$ cat config.mk
export PLATFORM = sky130hd
export DESIGN_NAME = oipc_top
export DESIGN_NICKNAME = d
export VERILOG_FILES = /design/src/rtl/oipc_pkg.sv /design/src/rtl/oipc_pin_sync.sv /design/src/rtl/oipc_top.sv
export SDC_FILE = /design/constraint.sdc
export NUM_CORES = 1
export LEC_CHECK = 0
export BUFFER_PORTS_ARGS = -buffer_cell sky130_fd_sc_hd__buf_4
export CORE_ASPECT_RATIO = 0.75
export CORE_MARGIN = 2
export CORE_UTILIZATION = 39
export CTS_CLUSTER_DIAMETER = 200
export DETAILED_ROUTE_END_ITERATION = 10
export PLACE_DENSITY = 0.53
export SYNTH_ARGS = -nofsm -noshare
export SYNTH_HDL_FRONTEND = slang
export SYNTH_SLANG_ARGS = --single-unit
$ cat constraint.sdc
create_clock -name clk -period 7.2 [get_ports clk]
set_clock_uncertainty 0.1 [all_clocks]
set_input_delay 0.72 -clock clk [delete_from_list [all_inputs] [get_ports clk]]
set_output_delay 0.72 -clock clk [all_outputs]
set_load 0.01 [all_outputs]
$ cat src/rtl/oipc_pkg.sv
// package: constants and types for the output inhibit pin control block
package oipc_pkg;
    // pin function select
    typedef enum logic [1:0] {
        OIPC_FN_LEVEL_INH,
        OIPC_FN_PULSE_INH,
        OIPC_FN_INPUT,
        OIPC_FN_OUTPUT
    } oipc_func_t;

    // output source select
    typedef enum logic [1:0] {
        OIPC_SRC_ONE,
        OIPC_SRC_ZERO,
        OIPC_SRC_PWM
    } oipc_src_t;

    // register offsets
    localparam logic [3:0] ADDR_CTRL    = 4'h0;
    localparam logic [3:0] ADDR_PWMPER  = 4'h1;
    localparam logic [3:0] ADDR_PWMDUTY = 4'h2;
    localparam logic [3:0] ADDR_SWITCH  = 4'h3;
    localparam logic [3:0] ADDR_STATUS  = 4'h4;
    localparam logic [3:0] ADDR_LEVEL   = 4'h5;
    localparam logic [3:0] ADDR_RAMP    = 4'h6;

    // control field positions
    localparam int CTRL_INV_BIT  = 0;
    localparam int CTRL_FN_LSB   = 1;
    localparam int CTRL_SRC_LSB  = 3;

    // switch / status field positions
    localparam int SW_ON_BIT      = 0;
    localparam int SW_CLRPROT_BIT = 1;
    localparam int ST_ON_BIT      = 0;
    localparam int ST_SUPP_BIT    = 1;
    localparam int ST_PROT_BIT    = 2;
    localparam int ST_PIN_BIT     = 3;

    localparam int DATA_W  = 16;
    localparam int LEVEL_W = 16;

    // reset values
    localparam logic [4:0]        CTRL_RST     = 5'h00;
    localparam logic [DATA_W-1:0] PWMPER_RST   = 16'h03e8;
    localparam logic [DATA_W-1:0] PWMDUTY_RST  = 16'h01f4;
    localparam logic [LEVEL_W-1:0] LEVEL_RST   = 16'h0000;
    localparam logic [LEVEL_W-1:0] RAMP_RST    = 16'h0001;

    // trip pulse minimum low width
    localparam int CLK_MHZ       = 100;
    localparam int TRIP_MIN_US   = 30;
    localparam int TRIP_MIN_CYC  = TRIP_MIN_US * CLK_MHZ;
    localparam int TRIP_CNT_W    = 12;
endpackage

$ cat src/rtl/oipc_pin_sync.sv
// two flip-flop synchroniser with trip pulse width qualifier
`timescale 1ns/1ps
module oipc_pin_sync (
    input  wire logic clk,
    input  wire logic rstn,
    input  wire logic pinIn,
    output logic      pinSync,
    output logic      lowQualified
);
    logic                            meta_r;
    logic                            sync_r;
    logic [oipc_pkg::TRIP_CNT_W-1:0] lowCnt_r;
    logic [oipc_pkg::TRIP_CNT_W-1:0] lowCnt_nxt;
    logic                            qual_r;
    logic                            qual_nxt;

    // ******************************
    // low time measurement
    // ******************************
    always_comb begin
        lowCnt_nxt = lowCnt_r;
        qual_nxt   = 1'b0;
        if (sync_r) begin
            lowCnt_nxt = '0;
        end else if (lowCnt_r < oipc_pkg::TRIP_CNT_W'(oipc_pkg::TRIP_MIN_CYC)) begin
            lowCnt_nxt = lowCnt_r + 1'b1;
            // one-cycle pulse when the low time reaches the minimum
            qual_nxt   = (lowCnt_r == oipc_pkg::TRIP_CNT_W'(oipc_pkg::TRIP_MIN_CYC - 1));
        end
    end

    always_ff @(posedge clk or negedge rstn) begin
        if (!rstn) begin
            meta_r   <= 1'b1;
            sync_r   <= 1'b1;
            lowCnt_r <= '0;
            qual_r   <= 1'b0;
        end else begin
            meta_r   <= pinIn;
            sync_r   <= meta_r;
            lowCnt_r <= lowCnt_nxt;
            qual_r   <= qual_nxt;
        end
    end

    assign pinSync      = sync_r;
    assign lowQualified = qual_r;
endmodule

$ cat src/rtl/oipc_top.sv
// output inhibit pin control: pin modes, polarity, inhibit, pwm, registers
// Contract
// - polarity setting inverts or passes pin input and output levels.
// - plain input mode samples the pin level into a readable value.
// - output mode drives constant one, constant zero or pwm.
// - normal polarity drives one as low; inverted drives it high.
// - normal polarity drives zero as high; inverted drives it low.
// - pwm frequency and duty set by two independent settings.
// - level inhibit, normal polarity: open pin reads high, no effect.
// - level inhibit active low suppresses output, switch still shows on.
// - pin releasing restores output automatically, switch stayed on.
// - inverted level inhibit: high suppresses, low releases.
// - active level inhibit sets suppress indicator and ramps output to zero.
// - pulse inhibit: valid pulse while on turns switch off, lamp off.
// - pulse inhibit, normal polarity: unconnected pin leaves switch and output alone.
// - after trip switch stays off until operator turns it on.
// - trip latches protection status; turn-on needs it cleared first.
`timescale 1ns/1ps
module oipc_top (
    input  wire logic                             clk,
    input  wire logic                             rstn,
    input  wire logic [3:0]                       regAddr,
    input  wire logic [oipc_pkg::DATA_W-1:0]      regWdata,
    input  wire logic                             regWr,
    input  wire logic                             regRd,
    output logic      [oipc_pkg::DATA_W-1:0]      regRdata,
    input  wire logic                             pinIn,
    output logic                                  pinOut,
    output logic                                  pinOe,
    output logic                                  switchOn,
    output logic                                  switchLamp,
    output logic                                  suppressIndicator,
    output logic                                  tripProtectionIndicator,
    output logic      [oipc_pkg::LEVEL_W-1:0]     deliveredLevel
);
    // ******************************
    // register state
    // ******************************
    logic [4:0]                       ctrl_r;
    logic [4:0]                       ctrl_nxt;
    logic [oipc_pkg::DATA_W-1:0]      pwmPer_r;
    logic [oipc_pkg::DATA_W-1:0]      pwmPer_nxt;
    logic [oipc_pkg::DATA_W-1:0]      pwmDuty_r;
    logic [oipc_pkg::DATA_W-1:0]      pwmDuty_nxt;
    logic [oipc_pkg::LEVEL_W-1:0]     setLevel_r;
    logic [oipc_pkg::LEVEL_W-1:0]     setLevel_nxt;
    logic [oipc_pkg::LEVEL_W-1:0]     rampStep_r;
    logic [oipc_pkg::LEVEL_W-1:0]     rampStep_nxt;
    logic [oipc_pkg::DATA_W-1:0]      rdata_r;
    logic [oipc_pkg::DATA_W-1:0]      rdata_nxt;

    logic                             on_r;
    logic                             on_nxt;
    logic                             prot_r;
    logic                             prot_nxt;
    logic                             inVal_r;
    logic                             inVal_nxt;
    logic [oipc_pkg::LEVEL_W-1:0]     level_r;
    logic [oipc_pkg::LEVEL_W-1:0]     level_nxt;
    logic [oipc_pkg::DATA_W-1:0]      pwmCnt_r;
    logic [oipc_pkg::DATA_W-1:0]      pwmCnt_nxt;
    logic                             pinOut_r;
    logic                             pinOut_nxt;
    logic                             pinOe_r;
    logic                             pinOe_nxt;

    logic                             pinSync;
    logic                             lowQualified;
    logic                             invert;
    oipc_pkg::oipc_func_t             func;
    oipc_pkg::oipc_src_t              src;
    logic                             pinActive;
    logic                             suppress;
    logic                             trip;
    logic                             outBit;
    logic                             pinLogical;
    logic [oipc_pkg::LEVEL_W:0]       rampUp;

    function automatic logic hit(input logic [3:0] a, input logic [3:0] off);
        hit = (a == off);
    endfunction

    assign invert = ctrl_r[oipc_pkg::CTRL_INV_BIT];
    assign func   = oipc_pkg::oipc_func_t'(ctrl_r[oipc_pkg::CTRL_FN_LSB +: 2]);
    assign src    = oipc_pkg::oipc_src_t'(ctrl_r[oipc_pkg::CTRL_SRC_LSB +: 2]);

    // polarity applied ahead of the synchroniser, so the width qualifier
    // always measures the active phase; an invert change restarts it
    assign pinLogical = pinIn ^ invert;

    oipc_pin_sync u_sync (
        .clk          (clk),
        .rstn         (rstn),
        .pinIn        (pinLogical),
        .pinSync      (pinSync),
        .lowQualified (lowQualified)
    );

    // ******************************
    // inhibit decisions
    // ******************************
    // synced level is already polarity corrected: low means active
    assign pinActive = ~pinSync;
    assign suppress  = (func == oipc_pkg::OIPC_FN_LEVEL_INH) && pinActive && on_r;
    // the qualifier fires once per active phase, both polarities alike, so
    // a held pin cannot trip again until it has gone inactive
    assign trip = (func == oipc_pkg::OIPC_FN_PULSE_INH) && on_r &&
                  lowQualified;

    // ******************************
    // switch, protection, input sample
    // ******************************
    always_comb begin
        on_nxt    = on_r;
        prot_nxt  = prot_r;
        inVal_nxt = pinSync;
        if (regWr && hit(regAddr, oipc_pkg::ADDR_SWITCH)) begin
            if (regWdata[oipc_pkg::SW_CLRPROT_BIT]) begin
                prot_nxt = 1'b0;
            end
            // clear and turn-on in one write: turn-on still sees the old latch
            // turn-on refused while protection latched
            if (!regWdata[oipc_pkg::SW_ON_BIT]) begin
                on_nxt = 1'b0;
            end else if (!prot_r) begin
                on_nxt = 1'b1;
            end
        end
        // checked last so a trip beats a turn-on written in the same cycle
        if (trip) begin
            on_nxt   = 1'b0;
            prot_nxt = 1'b1;
        end
    end

    always_ff @(posedge clk or negedge rstn) begin
        if (!rstn) begin
            on_r    <= 1'b0;
            prot_r  <= 1'b0;
            inVal_r <= 1'b0;
        end else begin
            on_r    <= on_nxt;
            prot_r  <= prot_nxt;
            inVal_r <= inVal_nxt;
        end
    end

    // ******************************
    // delivered level ramp
    // ******************************
    // one bit wider so a large step near full scale cannot wrap
    assign rampUp = {1'b0, level_r} + {1'b0, rampStep_r};

    always_comb begin
        level_nxt = level_r;
        if (!on_r || suppress) begin
            // ramp down rather than step, saturating at zero
            if (level_r > rampStep_r) begin
                level_nxt = level_r - rampStep_r;
            end else begin
                level_nxt = '0;
            end
        end else if ({1'b0, setLevel_r} > rampUp) begin
            level_nxt = rampUp[oipc_pkg::LEVEL_W-1:0];
        end else begin
            level_nxt = setLevel_r;
        end
    end

    always_ff @(posedge clk or negedge rstn) begin
        if (!rstn) begin
            level_r <= oipc_pkg::LEVEL_RST;
        end else begin
            level_r <= level_nxt;
        end
    end

    // ******************************
    // output driver and pwm
    // ******************************
    // counter wraps on period minus one; a smaller period written mid-count
    // takes effect at once instead of running out the old count
    always_comb begin
        pwmCnt_nxt = pwmCnt_r + 1'b1;
        if (pwmCnt_r >= pwmPer_r - 1'b1) begin
            pwmCnt_nxt = '0;
        end
    end

    always_ff @(posedge clk or negedge rstn) begin
        if (!rstn) begin
            pwmCnt_r <= '0;
        end else begin
            pwmCnt_r <= pwmCnt_nxt;
        end
    end

    always_comb begin
        case (src)
            oipc_pkg::OIPC_SRC_ONE:  outBit = 1'b1;
            oipc_pkg::OIPC_SRC_ZERO: outBit = 1'b0;
            oipc_pkg::OIPC_SRC_PWM:  outBit = (pwmCnt_r < pwmDuty_r);
            default:                 outBit = 1'b0;
        endcase
        pinOe_nxt  = (func == oipc_pkg::OIPC_FN_OUTPUT);
        // logic one pulls low when not inverted
        pinOut_nxt = outBit ? invert : ~invert;
    end

    always_ff @(posedge clk or negedge rstn) begin
        if (!rstn) begin
            pinOut_r <= 1'b1;
            pinOe_r  <= 1'b0;
        end else begin
            pinOut_r <= pinOut_nxt;
            pinOe_r  <= pinOe_nxt;
        end
    end

    // ******************************
    // register bus
    // ******************************
    always_comb begin
        ctrl_nxt     = ctrl_r;
        pwmPer_nxt   = pwmPer_r;
        pwmDuty_nxt  = pwmDuty_r;
        setLevel_nxt = setLevel_r;
        rampStep_nxt = rampStep_r;
        if (regWr) begin
            if (hit(regAddr, oipc_pkg::ADDR_CTRL)) begin
                ctrl_nxt = regWdata[4:0];
            end else if (hit(regAddr, oipc_pkg::ADDR_PWMPER)) begin
                pwmPer_nxt = regWdata;
            end else if (hit(regAddr, oipc_pkg::ADDR_PWMDUTY)) begin
                pwmDuty_nxt = regWdata;
            end else if (hit(regAddr, oipc_pkg::ADDR_LEVEL)) begin
                setLevel_nxt = regWdata;
            end else if (hit(regAddr, oipc_pkg::ADDR_RAMP)) begin
                rampStep_nxt = regWdata;
            end
        end
    end

    always_ff @(posedge clk or negedge rstn) begin
        if (!rstn) begin
            ctrl_r     <= oipc_pkg::CTRL_RST;
            pwmPer_r   <= oipc_pkg::PWMPER_RST;
            pwmDuty_r  <= oipc_pkg::PWMDUTY_RST;
            setLevel_r <= oipc_pkg::LEVEL_RST;
            rampStep_r <= oipc_pkg::RAMP_RST;
        end else begin
            ctrl_r     <= ctrl_nxt;
            pwmPer_r   <= pwmPer_nxt;
            pwmDuty_r  <= pwmDuty_nxt;
            setLevel_r <= setLevel_nxt;
            rampStep_r <= rampStep_nxt;
        end
    end

    // ******************************
    // read data
    // ******************************
    // registered and cleared between reads, so the word stands one cycle
    always_comb begin
        rdata_nxt = '0;
        if (regRd) begin
            if (hit(regAddr, oipc_pkg::ADDR_CTRL)) begin
                rdata_nxt = {11'h000, ctrl_r};
            end else if (hit(regAddr, oipc_pkg::ADDR_PWMPER)) begin
                rdata_nxt = pwmPer_r;
            end else if (hit(regAddr, oipc_pkg::ADDR_PWMDUTY)) begin
                rdata_nxt = pwmDuty_r;
            end else if (hit(regAddr, oipc_pkg::ADDR_SWITCH)) begin
                rdata_nxt = {15'h0000, on_r};
            end else if (hit(regAddr, oipc_pkg::ADDR_STATUS)) begin
                rdata_nxt[oipc_pkg::ST_ON_BIT]   = on_r;
                rdata_nxt[oipc_pkg::ST_SUPP_BIT] = suppress;
                rdata_nxt[oipc_pkg::ST_PROT_BIT] = prot_r;
                rdata_nxt[oipc_pkg::ST_PIN_BIT]  = inVal_r;
            end else if (hit(regAddr, oipc_pkg::ADDR_LEVEL)) begin
                rdata_nxt = setLevel_r;
            end else if (hit(regAddr, oipc_pkg::ADDR_RAMP)) begin
                rdata_nxt = rampStep_r;
            end
        end
    end

    always_ff @(posedge clk or negedge rstn) begin
        if (!rstn) begin
            rdata_r <= '0;
        end else begin
            rdata_r <= rdata_nxt;
        end
    end

    assign regRdata                = rdata_r;
    assign pinOut                  = pinOut_r;
    assign pinOe                   = pinOe_r;
    assign switchOn                = on_r;
    assign switchLamp              = on_r;
    assign suppressIndicator       = suppress;
    assign tripProtectionIndicator = prot_r;
    assign deliveredLevel          = level_r;
endmodule

* Word-level counts from Yosys, hierarchy flattened *
Index checks and enable logic that the tools add are counted.

word-level totals
  bits in registers = 137
  output and inout bits = 38
  logic and storage cells = 91

operators by class
  $add $sub $neg = 5
  $lt $le $gt $ge = 5
  equal/unequal tests = 11
  multiplexer cells = 26
  bitwise gates (word level) = 7
  reductions and logical operators = 20

operators with widths
  operator                                             count
  two-way mux 16 bit                                   11
  two-way mux 12 bit                                   3
  adder 16 x 16 -> 17 bit                              1
  greater-than comparator 16 x 17 -> 1 bit             1
  adder 16 x 1 -> 16 bit (second input constant)       1
  greater-or-equal comparator 16 bit                   1
  greater-than comparator 16 bit                       1
  < comparator 16 bit                                  1
  subtractor 16 x 1 -> 16 bit (second input constant)  1
  subtractor 16 bit                                    1
  adder 12 x 1 -> 12 bit (second input constant)       1
  == test 12 bit (second input constant)               1
  == test 4 x 3 -> 1 bit (second input constant)       3
  < comparator 12 bit (second input constant)          1
  two-way mux 1 bit                                    10
  == test 4 x 2 -> 1 bit (second input constant)       2
  NOT 1 bit                                            6
  AND reduction 2 bit                                  3
  AND reduction 6 bit                                  1
  nonzero test 2 bit                                   3
  logical AND 1 bit                                    5
  AND reduction 5 bit                                  1
  == test 2 bit (second input constant)                2
  == test 4 x 1 -> 1 bit (second input constant)       1
  11 further kinds                                     12

* Logic depth before layout (Yosys ltp) *
Gate-level depths: netlist (run 1).

  depth in word-level cells = 9
  depth in mapped cells = 20

* Cells and area by module *
From an unflattened synthesis (run 1), not the netlist that was laid out.

second synthesis, totals
  cell total of the unflattened synthesis = 945
  area total of the unflattened synthesis = 8921.1 um2

modules (own cells, without submodules)
  module         instances  cells each  area each (um2)
  oipc_top       1          873         8174.1
  oipc_pin_sync  1          72          747.0

* Worst setup path after synthesis (run 1) *
Ideal clock, no wire load.

  path type = reg-to-reg
  start = register level_r, in the netlist deliveredLevel[0]
  end = register level_r, in the netlist deliveredLevel[1]
  setup time = 0.146 ns
  arrival = 3.743 ns
  required time = 6.954 ns
  path slack = 3.211 ns
  cell stages (with the launch flop) = 19
  path buffers = 1
  path through = dfrtp_1 > ha_1 > fa_1 > nand2b_1 > a221oi_1 > o221a_2 > a311oi_1 > nor2b_1 > xnor2_1 > ha_1 > nand3_1 > nor4_1 > o31ai_1 > nand4_1 > a221oi_1 > nor3_4 > buf_6 > mux2i_1 > o22ai_1

on the way
  cells in the longest elaborated chain, start to end = 4
  elaborated cells on any way between the ends = 7
  those cells by class = add/sub (2); order compare (2); mux (3)

ends and longest elaborated chain
  what                                      line             RTL
  from (decl)                               oipc_top.sv:58   logic [oipc_pkg::LEVEL_W-1:0] level_r;
  from (signal assigned)                    oipc_top.sv:172  level_r <= oipc_pkg::LEVEL_RST;
  from (signal assigned)                    oipc_top.sv:174  level_r <= level_nxt;
  adder 16 x 16 -> 17 bit                   oipc_top.sv:152  assign rampUp = {1'b0, level_r} + {1'b0, rampStep_r};
  greater-than comparator 16 x 17 -> 1 bit  oipc_top.sv:163  end else if ({1'b0, setLevel_r} > rampUp) begin
  two-way mux 16 bit                        oipc_top.sv:163
  two-way mux 16 bit (*)                    oipc_top.sv:156  if (!on_r || suppress) begin
  named net level_nxt (one bit)             oipc_top.sv:59   logic [oipc_pkg::LEVEL_W-1:0] level_nxt;

The timed path passes the listed nets; every way through them passes the cells marked *.
A chain may end at the register's enable or synchronous reset.

* Worst setup path in the final report (run 1) *
  start = register level_r, in the netlist deliveredLevel[0]
  end = register level_r, in the netlist deliveredLevel[14]

The elaborated chain is that of the path after synthesis.

==> flow_summary_export.csv, run 1 <==
group,metric,value,unit
yosys,synth_mux_area_frac,0.0955,
setup_path,arrival,5.04,ns
clock_tree,cts_resized,0,
yosys,synthTopCellsByArea,"dfrtp_1 34%, ha_1 12%, dfstp_2 4.8%, mux2_1 4.6%, xnor2_1 3.9%",
setup_path,path_class,"register to register",
yosys,synthArstFlopShare,1.00,
sta,tns,0,ns
sta,setup_viol,0,
setup_path,critPathCaptureType,"register",
min_path,hold_class,"input port to async pin",
yosys,synth_area,8830,sq um
routing,drt_iter0_drc,573,
sta,slew_headroom,0.306,
setup_path,cp-endpoint,"deliveredLevel[14]",
yosys,yosys.area_share.simple,0.136,
yosys,synth_edf_count,0,
yosys,synth_cell_types,72,
yosys,avgSynthCellArea,10.0,sq um
grt,first_global_vias,6460,
yosys,synth_warnings,0,
yosys,synthAdderAreaFrac,0.121,
layout,seq_area,3450,sq um
clock_tree,cts_root_buffer,"clkbuf_16",
yosys,ys_ff_latch,137,
layout,nFillCells,2167,
setup_path,r2r-end,"deliveredLevel[14]",
routing,ant_nets,0,
routing,drc,0,
layout,multiInputGateArea,5000,sq um
die,fp.dieW,178,um
sta,fin_crit_sh,0.665,
setup_path,required,7.45,ns
clock_tree,htreeDepth,4,
yosys,synthTopCellsByCount,"121 x dfrtp_1, 82 x ha_1, 68 x a21oi_1",
setup_path,startpoint_type,"register",
routing,wirelength,23000,um
routing,vias,6719,
yosys,syn_nets,992,
grt,grt_usage,0.200,
layout,layout-drive-gt1-share,0.180,
setup_path,r2r_cells,18,
sta,clock.fmax,0.209,GHz
die,initial_core_util,0.398,
die,boundaryPins,63,
grt,grt_pass1_wl,36900,um
power_and_ir_drop,p_leak,4.68,nW
clock_tree,cts_tree,"built",
yosys,synth_ff_type,"dfrtp_1",
setup_path,crit_fanout,27,
setup_path,slowest_stage,"nor4_1",
place,gp_congestion,0.837,
routing,routed_via_density,5.41,
grt,grt_max_degree,70,
status,outcome,"finished clean",
layout,antenna_cells,0,
die,fp.coreArea,22200,sq um
clock_tree,cts_hold_buf,0,
grt,gr-total-overflow,0,
setup_path,rr_startpoint,"deliveredLevel[0]",
power_and_ir_drop,power_density,350,nW/um^2
yosys,yosys.area.top_type,"dfrtp_1",
die,floorplan.rows,47,
yosys,synth-compound-area-share,0.150,
setup_path,cp-startpoint,"deliveredLevel[0]",
setup_path,path_cells,"ha_1 > fa_1 > nand2b_1 > a221oi_1 > o221a_2 > a311oi_1 > nor2b_1 > xnor2_1 > ha_1 > nand3_1 > nor4_1 > o31ai_1 > nand4_1 > a221oi_1 > nor3_4 > buf_4 > mux2_1 > o22ai_1",
yosys,synth_top_family_by_area,"compound AO/OA/AOI/OAI gates",
yosys,yosysMostFrequentCell,"dfrtp_1",
clock_tree,clockBufferDepth,2,
clock_tree,cts_num_sinks,137,
sta,fin_crit,4.79,ns
sta,worstMarginPinSlew,1.03,ns
sta,holdWs,0.217,ns
place,place.detailed.hpwl,16900,um
clock_tree,cts.reportedPaths.clkPinSlew,0.07,ns
sta,final-max-slew-violation-count,0,
yosys,yosysSeqAreaShare,0.391,
sta,grt_setup_unrepaired,"no",
routing,dr.pass1.iters,5,
routing,wl_per_cell,18.5,um
place,numPortBuffers,62,
layout,nets,1045,
power_and_ir_drop,peakVddDrop,0.158,mV
layout,area_delta_synth_final,14.9,%
setup_path,slowest_delay,0.44,ns
clock_tree,post_cts_buffers,0,
yosys,syn_inst,883,
sta,finalHoldViolations,0,
grt,antenna_found_initial,0,
die,die-area,23900,sq um
clock_tree,clk_latency,0.43,ns
job,cap_violations,0,
clock_tree,cts_buffers,17,
setup_path,reg2reg_slack,2.41,ns
die,die_y,134,um
yosys,synth_xor_area_frac,0.0635,
yosys,yosys.area.top_type_share,0.343,
==> placed cells by master (no fill, tap or decap), drive strengths merged, types with 5 or more instances in the layout <==
cell	synthesis	final
a21oi	68	68
and3	8	8
inv	59	65
ha	82	82
a222oi	11	11
mux2	66	66
xnor2	39	39
dfstp	16	16
nor2b	10	10
a211oi	5	5
xor2	25	25
o32ai	8	8
o22ai	5	5
nand4	9	9
dfrtp	121	121
and2	12	12
nand2	54	54
nor2	63	63
clkbuf	23	18
nor3	16	16
nand3	23	23
buf	13	70
o31ai	6	6
mux2i	10	10
o21ai	28	28
a21o	17	17
o21a	6	6
nand2b	12	12
nor4	8	8
==> state kept, by name, summed over array words and instances, names as in the netlist, 5 cells and up <==
register         cells
regRdata            16
rampStep_r          16
ctrl_r               5
pwmDuty_r           16
deliveredLevel      16
pwmPer_r            16
u_sync.lowCnt_r     12
pwmCnt_r            16
setLevel_r          16
==> cells by family (layout without fill, tap and decap cells) <==
group	Yosys count	after routing
AO/OA/AOI/OAI	190	190
XOR/XNOR	64	64
AND/OR/NAND/NOR	237	237
flip-flops	137	137
adder cells (fa/ha/maj)	84	84
buffers and inverters	95	161
multiplexers	76	76
==> worst max-delay path, delay by kind of cell (launching register included) <==
family,cells,cell delay [ns]
xor+xnor,1,0.10
compound gates,6,1.27
buf+inv,1,0.35
fa+ha+maj,3,0.97
mux,1,0.38
simple gates,6,1.15
flops,1,0.40
==> report_power, final <==
part	internal [W]	switching [W]	total, W
clock	0.000492	0.000376	0.000869
sequential	0.000945	0.000203	0.00115
combinational	0.000688	0.000848	0.00154
==> worst min-delay path by stage <==
| stage | start | to | depth (start not counted) |
|---|---|---|---|
| after floorplan | u_sync.meta_r | u_sync.pinSync | 0 |
| after global placement | u_sync.meta_r | u_sync.pinSync | 0 |
| after detailed placement | u_sync.meta_r | u_sync.pinSync | 0 |
| after CTS | rstn | deliveredLevel[11] | 1 |
| after global routing | u_sync.meta_r | u_sync.pinSync | 0 |
| final | rstn | deliveredLevel[11] | 1 |
==> layout make-up <==
| class | instances | area share |
|---|---|---|
| Clock inverter | 14 | 0.0137 |
| Clock buffer | 18 | 0.0433 |
| Multi-Input combinational cell | 651 | 0.493 |
| Inverter | 59 | 0.0218 |
| Timing Repair Buffer | 70 | 0.0522 |
| Tap cell | 294 | 0.0363 |
| Sequential cell | 137 | 0.340 |
==> layer usage <==
layer  GRT usage  part of all wire  vias to the layer above
met5           0                 0                        -
met4      0.0369            0.0070                        0
met3      0.0374             0.042                       10
met2       0.281              0.42                      145
met1       0.317              0.54                     3297
li1            -                 -                     3267
==> stage by stage <==
step / total power (W) / utilization / std cells / area (sq um) / setup slack, ns
after floorplan: 0.00225 / - / 883 / 8830 / 3.21
after global placement: 0.00268 / 0.431 / 1211 / 9560 / 2.69
after detailed placement: 0.00268 / 0.431 / 1211 / 9560 / 2.49
after CTS: 0.00357 / 0.457 / 1243 / 10100 / 2.46
after global routing: 0.00383 / 0.457 / 1243 / 10100 / 2.05
final: 0.00355 / 0.457 / 1243 / 10100 / 2.41
(Power assumes the default switching activity.)
==> run 2: changes to the inputs <==
==> constraint.sdc (replaced) <==
create_clock -name clk -period 4.6 [get_ports clk]
set_clock_uncertainty 0.1 [all_clocks]
set_input_delay 0.46 -clock clk [delete_from_list [all_inputs] [get_ports clk]]
set_output_delay 0.46 -clock clk [all_outputs]
set_load 0.01 [all_outputs]
==> flow_summary_export.csv, run 2 (same netlist as run 1, synthesis figures left out) <==
group,metric,value,unit
grt,grt_pass1_wl,37000,um
power_and_ir_drop,peakVddDrop,0.229,mV
routing,drc,0,
clock_tree,cts_buffers,17,
sta,grt_setup_unrepaired,"no",
sta,slew_headroom,0.366,
min_path,min-delay-start,"pinIn",
setup_path,rr_startpoint,"deliveredLevel[0]",
routing,ant_nets,0,
routing,drt_iter0_drc,514,
power_and_ir_drop,power_density,565,nW/um^2
routing,wirelength,23200,um
sta,fin_crit_sh,0.954,
layout,layout-drive-gt1-share,0.192,
sta,fin_ws,0.210,ns
clock_tree,cts_tree,"built",
place,place_inst,1218,
layout,nets,1053,
routing,routed.top_layer,"met4",
grt,first_global_vias,6505,
sta,final-max-slew-violation-count,0,
setup_path,r2r_cells,18,
clock_tree,cts.reportedPaths.clkPinSlew,0.06,ns
place,gp_congestion,0.869,
layout,fin_util,0.466,
clock_tree,clk_latency,0.42,ns
clock_tree,cts_num_sinks,137,
min_path,min_to,"u_sync.meta_r",
setup_path,crit_fanout,27,
routing,vias,6730,
layout,final_cell_count_no_fill,1251,
die,fp.dieW,178,um
clock_tree,post_cts_buffers,0,
place,place_ws,0.0936,ns
die,initial_core_util,0.398,
grt,gr-total-overflow,0,
grt,grt_usage,0.201,
power_and_ir_drop,p_leak,4.77,nW
status,outcome,"finished clean",
sta,setup_viol,0,
sta,fin_crit,4.39,ns
setup_path,path_class,"register to register",
clock_tree,htreeDepth,4,
place,numPortBuffers,62,
min_path,hold_class,"input port to register",
sta,finalHoldViolations,0,
die,die-area,23900,sq um
layout,antenna_cells,0,
die,fp.coreArea,22200,sq um
routing,dr.pass1.iters,6,
routing,wl_per_cell,18.5,um
clock_tree,cts_root_buffer,"clkbuf_16",
sta,clock.fmax,0.228,GHz
layout,area_delta_synth_final,17.1,%
routing,met3_length,1100,um
setup_path,startpoint_type,"register",
setup_path,arrival,4.62,ns
layout,most-common-layout-cells,"121 x dfrtp_1, 81 x ha_1, 75 x buf_4",
grt,antenna_found_initial,0,
routing,wl_met1,12200,um
die,die_y,134,um
layout,layout_commonest_cell,"dfrtp_1",
setup_path,r2r-end,"deliveredLevel[11]",
routing,wl_met2,9710,um
min_path,hold_depth,2,
setup_path,critPathCaptureType,"register",
sta,worstMarginPinSlew,0.944,ns
routing,routed_via_density,5.38,
clock_tree,clockBufferDepth,2,
grt,grt_max_degree,67,
power_and_ir_drop,finalPower,0.00584,W
setup_path,required,4.84,ns
place,place.detailed.hpwl,17100,um
sta,tns,0,ns
die,floorplan.rows,47,
die,boundaryPins,63,
setup_path,reg2reg_slack,0.21,ns
job,cap_violations,0,
[run 2: changes by cell type in the layout (fill, tap and decap cells not counted), moves of 2 or more]
cell	previous run	this run
buf_4	69	75
inv_6	6	1
bufinv_16	1	5
a221oi_1	4	2
a221oi_2	0	2
nor4_1	8	6
[run 2: metal layers]
layer	GRT usage	vias to the layer above
li1	-	3281
met1	0.321	3291
met2	0.282	144
met3	0.0360	14
met4	0.0369	0
met5	0	-
[run 2: worst max path at each step]
stage,startpoint,to,slack [ns],cells after the start
6_report,deliveredLevel[0],deliveredLevel[11],0.21,18
5_1_grt,rampStep_r[8],deliveredLevel[11],0.006,18
4_1_cts,deliveredLevel[0],deliveredLevel[11],0.09,18
3_5_place_dp,deliveredLevel[0],deliveredLevel[11],0.09,18
3_3_place_gp,deliveredLevel[0],deliveredLevel[14],0.32,18
2_1_floorplan,deliveredLevel[0],deliveredLevel[1],0.61,18
[run 2: where the power goes]
group,internal [W],total [W],switching (W)
clock,0.000981,0.00154,0.000556
combinational,0.00113,0.00251,0.00137
sequential,0.00148,0.00180,0.000318
[run 2: final cells by class]
type | instances | area (sq um)
clock buffers | 18 | 439
well taps | 294 | 368
multi-input cells | 651 | 5040
fillers | 2155 | 11800
flip-flops and latches | 137 | 3450
repair buffers | 78 | 604
clock inverters | 14 | 221
inverters | 59 | 221
[run 2: timing repair]
| item | 4_1_cts | 5_1_grt |
|---|---|---|
| endpoints found under the hold margin | 62 | 0 |
| setup endpoints to repair | 0 | 15 |
| resized for setup | 0 | 7 |
| hold buffers | 1 | 0 |
[run 2: stage by stage]
step,hold WS [ns],cell area (sq um)
3_5_place_dp,0.247,9630
4_1_cts,0.0710,10300
5_1_grt,0.0741,10300
2_1_floorplan,0.0644,8830
3_3_place_gp,0.248,9630
6_report,0.0852,10300
[run 2: worst max-delay path: stages (launching register included)]
cell      delay [ns]
dfrtp_1         0.41
ha_1            0.24
fa_1            0.41
nand2b_1        0.13
a221oi_2        0.08
o221a_2         0.31
a311oi_2        0.30
nor2b_1         0.19
xnor2_1         0.10
ha_1            0.31
nand3_1         0.14
nor4_4          0.33
o31ai_1         0.14
nand4_1         0.10
a221oi_1        0.11
nor3_4          0.21
buf_12          0.22
mux2_1          0.34
o22ai_1         0.15
